**src/inc/shpes_cfg.svh**
```systemverilog
// Constants for the slot hot-plug event and status block
// Summary of operation
// Presence-change enable gates presence notification
// Latch-sensor enable gates latch notification
// Latch enable reads zero without sensor
// Power-fault enable gates power-fault notification
// Power-fault enable zero when unsupported
// Button enable gates button notification
// Present state is in-band OR out-of-band
// Present state zero empty, one present
// No slot implemented: present reads one
// Presence change sets sticky changed flag
// Latch change sets flag only if sensor
// Power fault sets flag whenever supported
// Button press sets flag only if button
// Write one clears flag; reserved read zero
// Notify on new flag or late enable (code pulses only when no other armed flag is already set)
`ifndef SHPES_CFG_SVH
`define SHPES_CFG_SVH
`define SHPES_STS_OFFSET  8'hBA
`define SHPES_CTL_OFFSET  8'hB8
`define SHPES_BIT_BUTTON  0
`define SHPES_BIT_PFAULT  1
`define SHPES_BIT_LATCH   2
`define SHPES_BIT_PRES    3
`define SHPES_BIT_PSTATE  6
`define SHPES_STS_RESET   16'h0000
`define SHPES_EN_RESET    4'h0
`define SHPES_FLAG_RESET  4'h0
`define SHPES_CTL_RESET   16'h0000
`define SHPES_PIN_RESET   5'h00
`define SHPES_ST_RESET    1'b0
`endif

```
**src/inc/shpes_pkg.sv**
```systemverilog
// Types for the slot hot-plug event and status block
package shpes_pkg;
  typedef struct packed {
    logic presence;
    logic latch;
    logic pfault;
    logic button;
  } shpes_evt_t;
endpackage : shpes_pkg

```
**src/hdl/shpes_top.sv**
```systemverilog
// Slot hot-plug enables, sticky event flags and notification
`timescale 1ns/1ns
`include "shpes_cfg.svh"
module shpes_top
  import shpes_pkg::*;
#(
  parameter bit SLOT_IMPL    = 1'b1,
  parameter bit LATCH_IMPL   = 1'b1,
  parameter bit PFAULT_IMPL  = 1'b1,
  parameter bit BUTTON_IMPL  = 1'b1
) (
  input  wire logic        CORE_CLK,
  input  wire logic        RESET,
  input  wire logic        INBAND_PRESENT,
  input  wire logic        OOB_PRESENT,
  input  wire logic        LATCH_SENSOR,
  input  wire logic        POWER_FAULT,
  input  wire logic        BUTTON,
  input  wire logic        CFG_WR,
  input  wire logic [7:0]  CFG_ADDR,
  input  wire logic [15:0] CFG_WDATA,
  output logic      [15:0] CFG_RDATA,
  output logic             NOTIFY
);
  // ************************************************************
  // Pin synchronisers
  // ************************************************************
  // Two stages per pin: sensors and the button are not on CORE_CLK
  logic [4:0] s1_ff;
  logic [4:0] s2_ff;
  logic [4:0] nxt_s1;
  logic [4:0] nxt_s2;
  logic [4:0] prev_ff, nxt_prev;
  always_comb begin
    nxt_s1 = {INBAND_PRESENT, OOB_PRESENT, LATCH_SENSOR, POWER_FAULT,
              BUTTON};
    nxt_s2 = s1_ff;
  end
  always_ff @(posedge CORE_CLK) begin
    if (RESET) begin
      s1_ff <= `SHPES_PIN_RESET;
      s2_ff <= `SHPES_PIN_RESET;
    end else begin
      s1_ff <= nxt_s1;
      s2_ff <= nxt_s2;
    end
  end

  // ************************************************************
  // Event detection
  // ************************************************************
  logic       present;
  shpes_evt_t evt;
  logic [4:0] cur;
  always_comb begin
    present = SLOT_IMPL ? (s2_ff[4] | s2_ff[3]) : 1'b1;
    // Bit 3 only pads the word; bits 4, 2 and 0 are compared, bit 1 is used as a level
    cur     = {present, s2_ff[3:0]};
    nxt_prev = cur;
    evt.presence = SLOT_IMPL && (cur[4] != prev_ff[4]);
    evt.latch    = LATCH_IMPL && (cur[2] != prev_ff[2]);
    // Level fault: flag re-sets while fault persists after clear
    evt.pfault   = PFAULT_IMPL && cur[1];
    evt.button   = BUTTON_IMPL && cur[0] && !prev_ff[0];
  end
  // Reset seeds "present" high only when SLOT_IMPL is 0, so a slotless port sees no edge
  always_ff @(posedge CORE_CLK) begin
    if (RESET) begin
      prev_ff <= {!SLOT_IMPL, 4'h0};
    end else begin
      prev_ff <= nxt_prev;
    end
  end

  // ************************************************************
  // Write decode
  // ************************************************************
  logic wr_sts;
  logic wr_ctl;
  always_comb begin
    wr_sts = CFG_WR && (CFG_ADDR == `SHPES_STS_OFFSET);
    wr_ctl = CFG_WR && (CFG_ADDR == `SHPES_CTL_OFFSET);
  end

  // ************************************************************
  // Notification enables
  // ************************************************************
  shpes_evt_t en_ff;
  shpes_evt_t nxt_en;
  shpes_evt_t wen;
  always_comb begin
    wen.presence = CFG_WDATA[`SHPES_BIT_PRES];
    // No sensor: enable held at zero so a write cannot arm it
    wen.latch    = LATCH_IMPL && CFG_WDATA[`SHPES_BIT_LATCH];
    wen.pfault   = PFAULT_IMPL && CFG_WDATA[`SHPES_BIT_PFAULT];
    wen.button   = CFG_WDATA[`SHPES_BIT_BUTTON];
    nxt_en       = en_ff;
    if (wr_ctl) begin
      nxt_en = wen;
    end
  end
  always_ff @(posedge CORE_CLK) begin
    if (RESET) begin
      en_ff <= `SHPES_EN_RESET;
    end else begin
      en_ff <= nxt_en;
    end
  end

  // ************************************************************
  // Sticky event flags
  // ************************************************************
  shpes_evt_t flag_ff;
  shpes_evt_t nxt_flag;
  shpes_evt_t clr;
  always_comb begin
    clr.presence = wr_sts && CFG_WDATA[`SHPES_BIT_PRES];
    clr.latch    = wr_sts && CFG_WDATA[`SHPES_BIT_LATCH];
    clr.pfault   = wr_sts && CFG_WDATA[`SHPES_BIT_PFAULT];
    clr.button   = wr_sts && CFG_WDATA[`SHPES_BIT_BUTTON];
    // Set beats a same-cycle clear, so no event is lost
    nxt_flag = evt | (flag_ff & ~clr);
  end
  always_ff @(posedge CORE_CLK) begin
    if (RESET) begin
      flag_ff <= `SHPES_FLAG_RESET;
    end else begin
      flag_ff <= nxt_flag;
    end
  end

  // ************************************************************
  // Card-present state
  // ************************************************************
  logic st_ff;
  logic nxt_st;
  always_comb begin
    nxt_st = present;
  end
  always_ff @(posedge CORE_CLK) begin
    if (RESET) begin
      st_ff <= `SHPES_ST_RESET;
    end else begin
      st_ff <= nxt_st;
    end
  end

  // ************************************************************
  // Notification pulse
  // ************************************************************
  logic pend;
  logic pend_d_ff;
  logic nxt_pend_d;
  logic notify_ff;
  logic nxt_notify;
  always_comb begin
    pend       = |(flag_ff & en_ff);
    nxt_pend_d = pend;
    // Edge of the OR also covers a late enable; a second flag while
    // another armed flag stays set gives no new pulse
    nxt_notify = pend && !pend_d_ff;
  end
  always_ff @(posedge CORE_CLK) begin
    if (RESET) begin
      pend_d_ff <= 1'b0;
      notify_ff <= 1'b0;
    end else begin
      pend_d_ff <= nxt_pend_d;
      notify_ff <= nxt_notify;
    end
  end

  // ************************************************************
  // Read data
  // ************************************************************
  // Registered read: one cycle after the address, eases timing
  logic [15:0] sts_word;
  logic [15:0] ctl_word;
  logic [15:0] rd_ff;
  logic [15:0] nxt_rd;
  always_comb begin
    sts_word = `SHPES_STS_RESET;
    sts_word[`SHPES_BIT_PSTATE] = st_ff;
    sts_word[`SHPES_BIT_PRES]   = flag_ff.presence;
    sts_word[`SHPES_BIT_LATCH]  = flag_ff.latch;
    sts_word[`SHPES_BIT_PFAULT] = flag_ff.pfault;
    sts_word[`SHPES_BIT_BUTTON] = flag_ff.button;
    ctl_word = `SHPES_CTL_RESET;
    ctl_word[`SHPES_BIT_PRES]   = en_ff.presence;
    ctl_word[`SHPES_BIT_LATCH]  = en_ff.latch;
    ctl_word[`SHPES_BIT_PFAULT] = en_ff.pfault;
    ctl_word[`SHPES_BIT_BUTTON] = en_ff.button;
    case (CFG_ADDR)
      `SHPES_STS_OFFSET: begin
        nxt_rd = sts_word;
      end
      `SHPES_CTL_OFFSET: begin
        nxt_rd = ctl_word;
      end
      // Unmapped offsets read zero
      default: begin
        nxt_rd = `SHPES_STS_RESET;
      end
    endcase
  end
  always_ff @(posedge CORE_CLK) begin
    if (RESET) begin
      rd_ff <= `SHPES_STS_RESET;
    end else begin
      rd_ff <= nxt_rd;
    end
  end

  // Both outputs come straight from flip-flops
  assign CFG_RDATA = rd_ff;
  assign NOTIFY    = notify_ff;
endmodule : shpes_top

```
**config.mk**
```make
export PLATFORM = sky130hd
export DESIGN_NAME = shpes_top
export DESIGN_NICKNAME = d
export VERILOG_FILES = /design/src/inc/shpes_pkg.sv /design/src/hdl/shpes_top.sv
export VERILOG_INCLUDE_DIRS = /design/src /design/src/inc
export SDC_FILE = /design/constraint.sdc
export NUM_CORES = 1
export LEC_CHECK = 0
export BUFFER_PORTS_ARGS = -buffer_cell sky130_fd_sc_hd__buf_2
export CORE_MARGIN = 4
export CORE_UTILIZATION = 41
export DETAILED_ROUTE_END_ITERATION = 12
export PLACE_DENSITY_LB_ADDON = 0.1
export SLEW_MARGIN = 15
export SYNTH_ARGS = -nofsm -noshare
export SYNTH_HDL_FRONTEND = slang
export SYNTH_SLANG_ARGS = --single-unit
```
**constraint.sdc**
```tcl
create_clock -name CORE_CLK -period 1.1 [get_ports CORE_CLK]
set_input_delay 0.055 -clock CORE_CLK [delete_from_list [all_inputs] [get_ports CORE_CLK]]
set_output_delay 0.055 -clock CORE_CLK [all_outputs]
set_load 0.03 [all_outputs]
```
==> Word-level counts from Yosys, hierarchy flattened <==
Index checks and enable logic that the tools add are counted.
{ "word_totals": {"register_bits": 42, "latch_bits": 0, "mem_bits_rw": 0, "rom_bits": 0, "in_bits": 32, "output_inout_bits": 17, "wordCells": 36, "mem_count": 0} }
{ "op_classes": {"n_addsub": 0, "multipliers": 0, "n_div": 0, "magnitude_cmp": 0, "n_eq_ne": 4, "n_shift": 0, "muxes": 1, "bitwise_logic": 5, "reduce_logical": 11} }
{ "op_table": {"columns": ["cell", "count"], "rows": [
  ["$eq 8x8->1 const B", 2],
  ["$pmux 7 s2", 1],
  ["$and 4x4->4", 2],
  ["$logic_and 1x1->1", 8],
  ["$not 4->4", 1],
  ["$or 4x4->4", 1],
  ["$reduce_or 4->1", 1],
  ["$logic_not 1->1", 2],
  ["$ne 1x1->1", 2],
  ["$or 1x1->1", 1]
]} }

==> Longest topological paths before layout <==
{ "logic_depth": {"word_depth": 6, "mapped_depth": 4, "ltp_nobuf": 3} }

==> Least setup slack after synthesis <==
OpenSTA, ideal clock, no wires.
{ "synth_path": {"kind": "flip-flop to flip-flop", "from": "register prev_ff[4]", "to": "register flag_ff[3] (netlist name)", "setup_time_ns": 0.134, "arrival_time_ns": 0.873, "required_ns": 0.966, "setup_slack_ns": 0.093, "stages_incl_launch_ff": 4, "n_path_buf": 0, "synth_period_minus_slack_ns": 1.007, "path_cell_list": "dfxtp_1 > or3_1 > a21boi_1 > a211oi_1"} }
{ "synth_between": {"elab_chain_len": 2} }
{ "synth_lines": {"columns": ["item", "line_no", "text"], "rows": [
  ["start, declared", "shpes_top.sv:33", "logic [4:0] prev_ff, nxt_prev;"],
  ["start signal, assigned", "shpes_top.sv:69", "prev_ff <= {!SLOT_IMPL, 4'h0};"],
  ["start signal, assigned", "shpes_top.sv:71", "prev_ff <= nxt_prev;"],
  ["$ne 1x1->1", "shpes_top.sv:60", "evt.presence = SLOT_IMPL && (cur[4] != prev_ff[4]);"],
  ["$or 4x4->4", "shpes_top.sv:122", "nxt_flag = evt | (flag_ff & ~clr);"],
  ["end signal, assigned", "shpes_top.sv:126", "flag_ff <= `SHPES_FLAG_RESET;"],
  ["end signal, assigned", "shpes_top.sv:128", "flag_ff <= nxt_flag;"],
  ["end, declared", "shpes_top.sv:113", "shpes_evt_t flag_ff;"]
]} }
No other way between the ends.
A chain may end at the register's enable or synchronous reset.

==> Worst setup path in the final report <==
Ends and elaborated chain as after synthesis.

==> results.cfg <==
[floorplanning]
start_util_pct = 44.0
chipWidth_um = 60.1
die_area_um2 = 3610
num_rows = 18
coreArea_um2 = 2520
io-pin-count = 49
die_h_um = 60.1

[layout]
syn_to_final_growth_pct = 23.1
diodes = 0
fillers = 242
fin_area_um2 = 1370
layout-drive-gt1-share_pct = 26.0
nNetsFinal = 179

[drt]
vias_per_cell = 4.52
drc_errors = 0
ant_nets = 0
vias = 796
wl_met2_um = 902
top_layer = met3
drt_wl_total_mm = 1.80
dr.pass1.iters = 4
drt_iter0_drc = 10
wl_met3_um = 160
wl_per_cell_um = 10.2
wl_met1_um = 732

[setup_path]
crit_fanout = 3
end_kind = flop
r2r-start = prev_ff[4]
cp-endpoint = flag_ff[3]
cp-startpoint = prev_ff[4]
worstSetupPathType = flop to flop
start_kind = flop
cp.arrival_ps = 1270
rr_worst_depth = 3
regToRegSetupSlack_ps = 40
cp.required_ps = 1310
r2r-end = flag_ff[3]

[synth]
syn_inst = 109
synth_top_cells_by_area = dfxtp_1 (50%), nor2b_1 (8.4%), buf_4 (7.4%), mux2i_1 (6.3%), nand2b_1 (3.9%)
ys_ff_latch = 28
async_flop_share_pct = 0
synth_most_common_cell = dfxtp_1
yosysSeqAreaShare_pct = 50.5
synth_cell_types = 26
synth_commonest_cells = dfxtp_1 (28), nor2b_1 (15), buf_4 (11)
synth_area_um2 = 1110
yosysTopAreaCell = dfxtp_1
synth_warnings = 0
synth-edff-count = 0
syn_area_per_cell_um2 = 10.2
yosys_most_used_dff = dfxtp_1
synth_top_area_share_pct = 50.5

[clock_tree]
cts_tree = done
cts.sinks = 28
clk_latency_ps = 320
cts_buffer_depth = 2
cts-buffers-inserted = 3
htreeDepth = 1
cts-root-buf = clkbuf_4
cts.clk_slew.worst_paths_ps = 140

[pwr]
pwr-share-seq_pct = 60.8
p_leak_nw = 0.597
swShare_pct = 23.2
power_w = 0.00175
ir_drop_mv = 1.02
p_int_w = 0.00134
clock_power_share_pct = 27.3
power.density_nw_per_um2 = 1280
power_frac_comb_pct = 12.0
p_switching_w = 0.000405

[global_routing]
overflow = 0
grt_max_degree = 21
first_global_vias = 661
grt_pass1_wl_mm = 2.92
antenna_found_initial = 0
track_usage_pct = 11.1

[min_path]
min_path_type = input port to flop

[sta]
hold_viol = 0
period_share_pct = 96.4
finClkSkew_ps = 3.13
min_period_ps = 1060
setup_violations = 0
fmax_ghz = 0.943
maxSlewViolCount = 0

[outcome]
status = complete, no violations

[placement]
hpwl_mm = 1.32
gp_congestion = 0.640
port_buffers = 25
place_area_um2 = 1240

[flow_run]
max_cap_violations = 0
worst min path at each step:
stage                       startpoint         end  slack, ps  depth (start not counted)
after global placement     POWER_FAULT   nxt_s2[1]        260                          2
final                     CFG_WDATA[2]  flag_ff[2]         50                          4
after global routing      CFG_WDATA[2]  flag_ff[2]         50                          4
after detailed placement   OOB_PRESENT   nxt_s2[3]        270                          2
after floorplan                 BUTTON   nxt_s2[0]        180                          1
after CTS                 CFG_WDATA[2]  flag_ff[2]         40                          4
flip-flops by register name (all words and copies together), names as in the netlist:
signal / cells
CFG_RDATA: 5
NOTIFY: 1
ctl_word: 4
flag_ff: 4
nxt_s2: 5
pend_d_ff: 1
prev_ff: 3
s2_ff: 5
worst max-delay path, cell delays in order (launching register included):
cell and delay [ps]:
dfxtp_2 350, or3_1 380, a21boi_1 140, a211oi_1 80
cells in the final DEF (no fill, tap or decap):
master / count
or4_1: 1
conb_1: 11
nor2b_1: 15
nand3b_4: 1
dfxtp_2: 1
or2_1: 1
dfxtp_1: 27
o21ai_0: 1
or3_1: 1
o31ai_1: 2
a21boi_1: 1
mux2i_1: 7
nand2b_1: 7
clkbuf_4: 3
buf_4: 5
nand3_1: 1
buf_2: 25
nand2_1: 2
dlygate4sd3_1: 8
nor2_1: 5
a211oi_1: 3
a22oi_1: 2
xor2_1: 1
inv_1: 2
a21oi_1: 4
nor3_2: 1
clkbuf_8: 1
nand4bb_4: 1
nor3_1: 6
per-stage QoR:
step	setup WS [ps]	hold slack [ps]	cells	TNS, ps	utilization (%)
6_report	39.2	52.5	176	0	54.2
5_1_grt	-2.02	53.2	176	-2.02	54.2
4_1_cts	6.84	39.3	175	0	53.9
3_5_place_dp	26.8	272	163	0	49.3
3_3_place_gp	24.3	263	163	0	49.3
2_1_floorplan	93.0	183	119	0	-
power by group through the flow:
stage | Clock, W | Sequential [W] | Combinational, W
after floorplan | 0 | 0.00108 | 0.000162
after CTS | 0.000507 | 0.00106 | 0.000206
after detailed placement | 0 | 0.00108 | 0.000184
after global routing | 0.000554 | 0.00107 | 0.000231
after global placement | 0 | 0.00108 | 0.000181
final | 0.000476 | 0.00106 | 0.000209
kinds of logic (layout without fill, tap and decap cells):
family          Yosys count  after routing  synth area share [%]
buf+inv                  17             44                  9.57
mux                       7              7                  6.31
flops                    28             28                  50.5
other cells               1             11                 0.338
xor+xnor                  1              1                 0.788
compound gates           13             13                  7.66
simple gates             42             42                  24.9
metal layers:
layer  vias to the layer above  GRT usage, %
met2                        27          19.0
met4                         0          3.80
met1                       352          12.2
met5                         -             0
met3                         0          4.75
li1                        417             -
final cells by class:
cell class,count,area [um^2],share of cell area (%)
Inverter,2,7.51,0.549
Multi-Input combinational cell,74,482,35.2
Clock buffer,4,36.3,2.65
Sequential cell,28,562,41.1
Timing Repair Buffer,38,243,17.7
Tap cell,30,37.5,2.74
what timing repair did:
action / in CTS / in global routing
buffers inserted: 0 / 1
resized for setup: 0 / 1
hold endpoints to repair: 8 / 0
hold buffers: 8 / 0
endpoints found under the setup margin: 0 / 1
No activity file was read; power rests on OpenSTA's default activity.
